<file path="src/core/psrc_params.svh">
// Timing and field constants for the pseudo-static RAM read controller.
// Assumes a 40 MHz controller clock; included by the design modules and the bench.
`ifndef PSRC_PARAMS_SVH
`define PSRC_PARAMS_SVH
`define PSRC_CLK_PERIOD_PS 25000
`define PSRC_CYCLE_MIN_NS 90
`define PSRC_CYCLE_MAX_NS 10000
`define PSRC_DATA_ACCESS_NS 90
`define PSRC_LANE_ACCESS_NS 40
`define PSRC_FLOAT_NS 25
`define PSRC_SKEW_NS 20
`define PSRC_INIT_WAIT_NS 200000
`define PSRC_INIT_READS 3
`define PSRC_ADDR_W 20
`define PSRC_DATA_W 16
`define PSRC_BYTE_W 8
`endif

</file>
<file path="src/core/psrc_pkg.sv">
// Types shared by the pseudo-static RAM read controller.
// Assumes nothing beyond the params header.
package psrc_pkg;
    typedef enum logic [2:0] {
        PSRC_POWERUP = 3'b000,
        PSRC_IDLE = 3'b001,
        PSRC_SETUP = 3'b010,
        PSRC_ACCESS = 3'b011,
        PSRC_RELEASE = 3'b100,
        PSRC_DEEPSLEEP = 3'b101
    } psrc_state_t;
endpackage

</file>
<file path="src/core/psrc_counter.sv">
// Down counter that times each phase of a memory cycle.
// Assumes a synchronous active-high reset and a shared clock enable.
`timescale 1ns/1ps
`include "psrc_params.svh"
module psrc_counter #(
    parameter int W = 14
) (
    input wire logic mclk,
    input wire logic sys_rst,
    input wire logic clkEn,
    input wire logic load,
    input wire logic [W-1:0] loadValue,
    output logic done
);
    logic [W-1:0] count;
    always_ff @(posedge mclk) begin
        if (sys_rst) begin
            count <= '0;
        end else if (clkEn) begin
            if (load) begin
                count <= loadValue;
            end else if (count != '0) begin
                count <= count - W'(1);
            end
        end
    end
    assign done = (count == '0);
endmodule

</file>
<file path="src/core/psrc_read_ctrl.sv">
// Host-side read and standby controller for an asynchronous 1M x 16 pseudo-static RAM.
// Assumes one 40 MHz clock; the data pins are sampled through two flip-flops.
//
// Contract
// - Every read cycle lasts no less than the minimum and no more than 10,000 ns.
// - A read cycle runs from the later of select fall or address change to the earlier end.
// - Repeated same-address sub-cycles under one select must total no more than 10 us.
// - An address change after an out-of-range read cycle voids all stored data.
// - Write enable stays high throughout every read cycle.
// - While selected the address settles within the skew limit.
// - The skew limit does not apply when the address settles outside the select window.
// - Select high with the standby pin low enters the non-retaining standby.
// - The standby pin stays high except for a deliberate non-retaining standby.
// - After the power-on wait at least three select-toggled reads precede normal use.
`timescale 1ns/1ps
`include "psrc_params.svh"
module psrc_read_ctrl
    import psrc_pkg::*;
#(
    parameter int INIT_WAIT_NS = `PSRC_INIT_WAIT_NS,
    parameter int CNT_W = 14
) (
    input wire logic mclk,
    input wire logic sys_rst,
    input wire logic clkEn,
    input wire logic readReq,
    input wire logic [`PSRC_ADDR_W-1:0] readAddr,
    input wire logic [1:0] readLanes,
    input wire logic sleepReq,
    output logic readReady,
    output logic readValid,
    output logic [`PSRC_DATA_W-1:0] readData,
    output logic initDone,
    output logic contentsLost,
    output logic [`PSRC_ADDR_W-1:0] address_pins,
    output logic chipSelect_n,
    output logic outputEnable_n,
    output logic writeEnable_n,
    output logic low_lane_select_n,
    output logic high_lane_select_n,
    output logic standbyMode_n,
    input wire logic [`PSRC_DATA_W-1:0] data_pins_in,
    output logic [`PSRC_DATA_W-1:0] data_pins_out,
    output logic data_pins_oe
);
    // ========================================
    // Cycle counts
    // ========================================
    function automatic logic [CNT_W-1:0] cyclesUp(input int ns);
        return CNT_W'((ns * 1000 + `PSRC_CLK_PERIOD_PS - 1) / `PSRC_CLK_PERIOD_PS);
    endfunction
    // Read phase is held to the access time plus one sampling margin; far below the ceiling.
    localparam logic [CNT_W-1:0] ACCESS_CYC = cyclesUp(`PSRC_DATA_ACCESS_NS) + CNT_W'(1);
    localparam logic [CNT_W-1:0] FLOAT_CYC = cyclesUp(`PSRC_FLOAT_NS);
    localparam logic [CNT_W-1:0] SETUP_CYC = cyclesUp(`PSRC_SKEW_NS);
    // The phase counter also times the power-on wait, so CNT_W bounds the longest wait.
    localparam logic [CNT_W-1:0] WAIT_CYC = cyclesUp(INIT_WAIT_NS);

    psrc_state_t state;
    logic phaseLoad;
    logic [CNT_W-1:0] phaseValue;
    logic phaseDone;
    logic [1:0] initReads;
    logic waitArmed;
    logic [1:0] laneSel;
    logic [`PSRC_DATA_W-1:0] dataSync1;
    logic [`PSRC_DATA_W-1:0] dataSync2;

    psrc_counter #(.W(CNT_W)) u_phase (
        .mclk(mclk),
        .sys_rst(sys_rst),
        .clkEn(clkEn),
        .load(phaseLoad),
        .loadValue(phaseValue),
        .done(phaseDone)
    );

    // ========================================
    // Data pin synchroniser
    // ========================================
    always_ff @(posedge mclk) begin
        if (sys_rst) begin
            dataSync1 <= '0;
            dataSync2 <= '0;
        end else if (clkEn) begin
            dataSync1 <= data_pins_in;
            dataSync2 <= dataSync1;
        end
    end

    // ========================================
    // Sequencer
    // ========================================
    always_comb begin
        phaseLoad = 1'b0;
        phaseValue = '0;
        unique case (state)
            PSRC_POWERUP: begin
                // The counter reads done straight out of reset, so the wait is armed once.
                phaseLoad = !waitArmed;
                phaseValue = WAIT_CYC;
            end
            PSRC_IDLE: begin
                phaseLoad = 1'b1;
                phaseValue = SETUP_CYC;
            end
            PSRC_SETUP: begin
                phaseLoad = phaseDone;
                phaseValue = ACCESS_CYC;
            end
            PSRC_ACCESS: begin
                phaseLoad = phaseDone;
                phaseValue = FLOAT_CYC;
            end
            PSRC_RELEASE, PSRC_DEEPSLEEP: begin
                phaseLoad = 1'b0;
            end
            default: begin
                phaseLoad = 1'b0;
            end
        endcase
    end

    always_ff @(posedge mclk) begin
        if (sys_rst) begin
            state <= PSRC_POWERUP;
            initReads <= 2'h0;
            laneSel <= 2'h0;
            initDone <= 1'b0;
            contentsLost <= 1'b0;
            readReady <= 1'b0;
            readValid <= 1'b0;
            readData <= '0;
            address_pins <= '0;
            chipSelect_n <= 1'b1;
            outputEnable_n <= 1'b1;
            low_lane_select_n <= 1'b1;
            high_lane_select_n <= 1'b1;
            standbyMode_n <= 1'b1;
        end else if (clkEn) begin
            readValid <= 1'b0;
            unique case (state)
                PSRC_POWERUP: begin
                    // Select and standby pins rest high until the armed wait has run out.
                    if (waitArmed && phaseDone) begin
                        state <= PSRC_IDLE;
                    end
                end
                PSRC_IDLE: begin
                    standbyMode_n <= 1'b1;
                    if (!initDone) begin
                        // Dummy reads toggle select with outputs disabled to avoid contention.
                        state <= PSRC_SETUP;
                        chipSelect_n <= 1'b0;
                        readReady <= 1'b0;
                    end else if (sleepReq) begin
                        state <= PSRC_DEEPSLEEP;
                        standbyMode_n <= 1'b0;
                        contentsLost <= 1'b1;
                        readReady <= 1'b0;
                    end else if (readReq && readReady) begin
                        // Address settles before select falls, so skew does not constrain us.
                        address_pins <= readAddr;
                        laneSel <= readLanes;
                        state <= PSRC_SETUP;
                        readReady <= 1'b0;
                    end else begin
                        readReady <= 1'b1;
                    end
                end
                PSRC_SETUP: begin
                    if (phaseDone) begin
                        state <= PSRC_ACCESS;
                        chipSelect_n <= 1'b0;
                        if (initDone) begin
                            outputEnable_n <= 1'b0;
                            low_lane_select_n <= ~laneSel[0];
                            high_lane_select_n <= ~laneSel[1];
                        end
                    end
                end
                PSRC_ACCESS: begin
                    if (phaseDone) begin
                        // Data was sampled two flops late; access covers both margins.
                        readData <= dataSync2;
                        readValid <= initDone;
                        chipSelect_n <= 1'b1;
                        outputEnable_n <= 1'b1;
                        low_lane_select_n <= 1'b1;
                        high_lane_select_n <= 1'b1;
                        state <= PSRC_RELEASE;
                        if (!initDone) begin
                            initReads <= initReads + 2'h1;
                            initDone <= (initReads == 2'(`PSRC_INIT_READS - 1));
                        end
                    end
                end
                PSRC_RELEASE: begin
                    // Address holds until the memory floats its pins.
                    if (phaseDone) begin
                        state <= PSRC_IDLE;
                    end
                end
                PSRC_DEEPSLEEP: begin
                    if (!sleepReq) begin
                        standbyMode_n <= 1'b1;
                        state <= PSRC_IDLE;
                    end
                end
                default: begin
                    state <= PSRC_IDLE;
                end
            endcase
        end
    end

    always_ff @(posedge mclk) begin
        if (sys_rst) begin
            waitArmed <= 1'b0;
        end else if (clkEn && state == PSRC_POWERUP) begin
            waitArmed <= 1'b1;
        end
    end

    // Reads never write; the data pins are only ever inputs.
    always_ff @(posedge mclk) begin
        if (sys_rst) begin
            writeEnable_n <= 1'b1;
            data_pins_out <= '0;
            data_pins_oe <= 1'b1;
        end else if (clkEn) begin
            writeEnable_n <= 1'b1;
            data_pins_out <= '0;
            data_pins_oe <= 1'b1;
        end
    end

    // ========================================
    // Checks
    // ========================================
    logic [CNT_W-1:0] selLow;
    always_ff @(posedge mclk) begin
        if (sys_rst || chipSelect_n) begin
            selLow <= '0;
        end else if (clkEn && selLow != '1) begin
            selLow <= selLow + CNT_W'(1);
        end
    end
    // The ceiling rounds down so a cycle that passes here is never over the limit while clkEn stays high.
    localparam logic [CNT_W-1:0] MIN_CYC = cyclesUp(`PSRC_CYCLE_MIN_NS);
    localparam logic [CNT_W-1:0] MAX_CYC = CNT_W'(`PSRC_CYCLE_MAX_NS * 1000 / `PSRC_CLK_PERIOD_PS);
    a_write_stays_high: assert property (@(posedge mclk) disable iff (sys_rst)
        writeEnable_n) else $error("write enable asserted");
    a_cycle_not_short: assert property (@(posedge mclk) disable iff (sys_rst)
        $rose(chipSelect_n) |-> $past(selLow) >= MIN_CYC) else $error("cycle short");
    a_cycle_not_long: assert property (@(posedge mclk) disable iff (sys_rst)
        selLow <= MAX_CYC) else $error("cycle too long");
    a_addr_stable_sel: assert property (@(posedge mclk) disable iff (sys_rst)
        !chipSelect_n && !$past(chipSelect_n) |-> $stable(address_pins))
        else $error("address moved while selected");
    a_sleep_deselected: assert property (@(posedge mclk) disable iff (sys_rst)
        !standbyMode_n |-> chipSelect_n) else $error("sleep while selected");
    a_sleep_lost: assert property (@(posedge mclk) disable iff (sys_rst)
        !standbyMode_n |-> contentsLost) else $error("lost flag missing");
    a_init_before_use: assert property (@(posedge mclk) disable iff (sys_rst)
        readValid |-> initDone && initReads == 2'(`PSRC_INIT_READS)) else $error("early use");
    a_float_gap: assert property (@(posedge mclk) disable iff (sys_rst)
        $rose(chipSelect_n) |=> chipSelect_n [*2]) else $error("no float gap");
    c_read_done: cover property (@(posedge mclk) readValid);
    c_init_done: cover property (@(posedge mclk) $rose(initDone));
    c_deep_sleep: cover property (@(posedge mclk) $fell(standbyMode_n));
endmodule

</file>
<file path="config.mk">
export PLATFORM = sky130hd
export DESIGN_NAME = psrc_read_ctrl
export DESIGN_NICKNAME = d
export VERILOG_FILES = /design/src/core/psrc_pkg.sv /design/src/core/psrc_counter.sv /design/src/core/psrc_read_ctrl.sv
export VERILOG_INCLUDE_DIRS = /design/src /design/src/core
export SDC_FILE = /design/constraint.sdc
export NUM_CORES = 1
export LEC_CHECK = 0
export ABC_AREA = 1
export ABC_CLOCK_PERIOD_IN_PS = 2000
export BUFFER_PORTS_ARGS = -buffer_cell sky130_fd_sc_hd__buf_2
export CORE_MARGIN = 2
export CORE_UTILIZATION = 55
export CTS_BUF_LIST = sky130_fd_sc_hd__clkbuf_4 sky130_fd_sc_hd__clkbuf_8
export DETAILED_ROUTE_END_ITERATION = 7
export PLACE_DENSITY = 0.82
export SETUP_SLACK_MARGIN = 0.3
export SYNTH_ARGS = -nofsm -noshare
export SYNTH_HDL_FRONTEND = slang
export SYNTH_SLANG_ARGS = --single-unit
</file>
<file path="constraint.sdc">
create_clock -name mclk -period 2 [get_ports mclk]
set_clock_uncertainty 0.2 [all_clocks]
set_input_delay 0.4 -clock mclk [delete_from_list [all_inputs] [get_ports mclk]]
set_output_delay 0.4 -clock mclk [all_outputs]
set_load 0.05 [all_outputs]
</file>
==> metrics.md <==
| Metric | Value |
|---|---|
| Crit path largest cell delay | `roughly 0.37 ns` |
| Top cells by area, synth | `dfxtp_1 46%, nor2_1 17%, nand2_1 8.0%` |
| MaxCap Viol Count | `0` |
| Wire per inst | `14.0 um` |
| Post-synthesis adder-cell area fraction | `less than 1%` |
| CP most frequent cell | `nand2_1` |
| Critical R2R Launch | `u_phase.count[0]$_SDFFE_PP0P_` |
| Tot Pwr | `4180 uW` |
| Area grow syn2layout | `27.9%` |
| Hpwl dp | `roughly 6800 um` |
| Via count | `around 4300` |
| Antenna Nets Post-Route | `0` |
| RePlAce Congestion | `about 0.94` |
| Vias in the first global route | `a little under 4000` |
| Ys Warns | `0` |
| Post-synth EDFFs | `0` |
| Cells after DPL | `around 790` |
| R2r endpoint | `u_phase.count[5]$_SDFFE_PP0P_` |
| CP Launch Type | `register` |
| Mean Syn Cell Area | `roughly 7 um^2` |
| FILL cells | `a little under 600` |
| CTS tree | `done` |
| Nets | `around 770` |
| Worst R2R Path Depth | `11` |
| Post-synthesis mux area share | `0%` |
| Crit path kind | `register to register` |
| Die Ht | `roughly 92 um` |
| Clock buffer count from CTS | `9` |
| CTS Buffer Depth | `2` |
| Routed WL | `between 10000 and 15000 um` |
| Synthesized flop and latch total | `99` |
| Worst slack, placed | `roughly 0.037 ns` |
| Initial antenna violation count | `0` |
| Asr flop ratio synth | `0%` |
| Total core area | `about 7600 um^2` |
| Dominant cell type by area after synthesis | `dfxtp_1` |
| Worst rel slew slack | `between 50% and 60%` |
| Worst Hold Depth | `3` |
| Max IR drop VDD | `roughly 0.64 mV` |
| RSZ-0062 raised after global routing | `true` |
| Min-Delay Path Class | `input port to register` |
| CTS H-Tree Depth | `3` |
| Sink Count | `99` |
| Clk_lat worst skew | `0.37 ns` |
| Number of port buffers | `87` |
| Synthesized instance count | `~610` |
| Layout cells sized above 1 | `around 30%` |
| Tmin final | `1.91 ns` |
| NetSw | `approximately 1400 uW` |
| Clk pwr share | `between 20% and 30%` |
| CTS Root Cell | `clkbuf_8` |
| Worst Path Arrival | `approximately 2 ns` |
| Final worst slack | `between 0.09 and 0.1 ns` |
| R2r setup slk | `about 0.091 ns` |
| Initial DRC Count | `between 300 and 400` |
| Sw frac | `around 32%` |
| Worst-path cell chain | `inv_4, ha_4, nand3_4, nor2_4, buf_4, nand4_4, buf_6, nand3_1, nand2_1, nand2_1, nor2_1` |
| Remaining routing DRC violations | `0` |
| CP max stage cell | `dfxtp_4` |
| Seq/Total Area, Yosys | `between 40 and 50%` |
| Compound-Gate Fraction of Synth Area | `11.6%` |
| Critical Path Fanout Max | `5` |
| Hold wc startpoint | `data_pins_in[7]` |
| Fmax | `524 MHz` |
| Combinational power share | `between 20% and 30%` |
| Hold Violations, Final | `0` |
| Crit path max-delay family | `simple AND/OR/NAND/NOR gates` |
| Ports | `between 100 and 150` |
| Largest net degree at the start of global routing | `between 60 and 70` |
| Largest family of logic cells by synthesized area | `simple AND/OR/NAND/NOR gates` |
| Setup violators final | `0` |
| CP required | `around 2.1 ns` |
| FP Rows | `32` |
| Period utilization | `between 90% and 100%` |
| Run status | `finished, final reports clean` |
| Total Routing Usage GR | `between 20% and 30%` |
| Final core utilization | `a little under three quarters` |
| Synth top area share | `a little under half` |
| Sequential share of power | `between 50% and 60%` |
| Via density | `between 5 and 6` |
| Crit path buffers/inverters | `3` |
| Diodes inserted | `0` |
| Yosys cell types | `33` |
| Setup TNS | `0 ns` |
| Worst Hold End | `dataSync1[7]$_SDFFE_PP0P_` |
| Hold_buf cts | `0` |
| Power Density | `approximately 760 nW/um^2` |
| Fin cells | `approximately 830` |
| Worst slew pin tran | `roughly 0.61 ns` |
| Post-Syn Area | `roughly 4300 um^2` |
| Synth Area in Simple Gates | `roughly 31%` |
| Horiz. Die Dim | `~92 um` |
| Clk pin slew, worst setup/hold paths | `approximately 0.10 ns` |
| Pleak | `approximately 0.0025 uW` |
| Xor and xnor area share after synthesis | `0.613%` |
| CP Capture Type | `register` |
| Grt ovf | `0` |
| Max-slew violation count | `0` |
| Die area | `8520 um^2` |
| TritonRoute pass-1 iters | `5` |
| Global-route wire length before repair | `about 17000 um` |
| Ys flop type | `dfxtp_1` |
| Initial Util | `between 50% and 60%` |
| P_int | `around 2800 uW` |
cell usage in the layout (no fill, tap or decap), types with 3 or more instances in the layout:
cell type / synthesis / final
dfxtp_2: 0 / 7
inv_1: 31 / 26
nor2_1: 196 / 186
nor2_2: 5 / 6
inv_2: 5 / 7
clkbuf_8: 0 / 9
dfxtp_1: 99 / 90
nand2_2: 2 / 10
nand2_1: 91 / 77
o21ai_1: 6 / 20
buf_4: 18 / 26
nand2_4: 0 / 6
a21oi_1: 20 / 17
nand3_4: 1 / 3
a21oi_2: 0 / 3
nand3_1: 19 / 17
buf_2: 5 / 87
o21ai_0: 68 / 52
inv_6: 0 / 4
buf_6: 2 / 9
nor2_4: 3 / 12
nor3_2: 0 / 3
conb_1: 2 / 18
synth_stat cells, types with 2 or more instances:
library cell and count:
nand2_2 2, inv_1 31, nor3_1 4, nand3b_1 2, dfxtp_1 99, nand2_1 91
conb_1 2, buf_4 18, clkbuf_1 18, buf_6 2, nor2_4 3, ha_1 3
o21ai_0 68, nor2_1 196, a21oi_1 20, nor2_2 5, xor2_1 2, inv_2 5
o21ai_1 6, nand3_1 19, buf_2 5
per-layer routing:
metal	global-route usage (%)	part of all wire, %	wire length [um]
met5	0	0	0
met2	42.4	51	5910
met3	7.24	6.8	786
met1	30.0	39	4510
met4	7.96	3.0	347
logic make-up after synthesis:
logic type,Yosys count
XOR/XNOR,3
adder cells (fa/ha/maj),3
other,2
AO/OA/AOI/OAI,98
AND/OR/NAND/NOR,327
flip-flops,99
buffers and inverters,81
worst max path at each step:
stage | start | endpoint | cells past startpoint
floorplan | u_phase.count[0]$_SDFFE_PP0P_ | readData[15]$_SDFFE_PP0P_ | 9
global placement | u_phase.count[0]$_SDFFE_PP0P_ | readData[0]$_SDFFE_PP0P_ | 9
detailed placement | u_phase.count[0]$_SDFFE_PP0P_ | readData[6]$_SDFFE_PP0P_ | 9
CTS | u_phase.count[1]$_SDFFE_PP0P_ | readValid$_SDFFE_PP0P_ | 10
global route | u_phase.count[0]$_SDFFE_PP0P_ | readData[5]$_SDFFE_PP0P_ | 10
finish | u_phase.count[0]$_SDFFE_PP0P_ | u_phase.count[5]$_SDFFE_PP0P_ | 11
flip-flops by register name, indices dropped and copies added, names as in the netlist:
| register | flops |
|---|---|
| state | 3 |
| dataSync2 | 16 |
| standbyMode_n | 1 |
| initReads | 2 |
| initDone | 1 |
| high_lane_select_n | 1 |
| readData | 16 |
| low_lane_select_n | 1 |
| laneSel | 2 |
| u_phase.count | 14 |
| outputEnable_n | 1 |
| readValid | 1 |
| chipSelect_n | 1 |
| dataSync1 | 16 |
| address_pins | 20 |
| contentsLost | 1 |
| readReady | 1 |
| waitArmed | 1 |
tightest hold or removal path, stage by stage:
cell	delay, ns
buf_2	0.07
nor2_1	0.03
nor2_1	0.08
what timing repair did:
item,in CTS,in global routing
resized for setup,34,67
setup buffers,10,14
gates cloned,2,1
endpoints found under the setup margin,61,62
pin swaps,7,33
power groups by stage:
stage          Clock [uW]  Sequential (uW)  Combinational, uW
5_1_grt              1320             2120                915
4_1_cts              1260             2100                677
6_report             1240             2110                839
3_3_place_gp            0             2140                599
2_1_floorplan           0             2140                507
3_5_place_dp            0             2140                619
cell type report:
class,count,area (um^2),share of cell area [%]
repair buffers,124,772,14.1
clock buffers,9,124,2.26
multi-input cells,450,2250,41.0
well taps,102,128,2.33
flip-flops and latches,99,2000,36.4
inverters,37,149,2.72
clock inverters,7,66.3,1.21
metrics by stage:
step	hold WS, ns	instance area (um^2)
2_1_floorplan	0.240	4380
3_3_place_gp	0.236	4780
3_5_place_dp	0.245	4780
4_1_cts	0.0356	5160
5_1_grt	0.0370	5480
6_report	0.0416	5480
No activity file was read; power rests on OpenSTA's default activity.
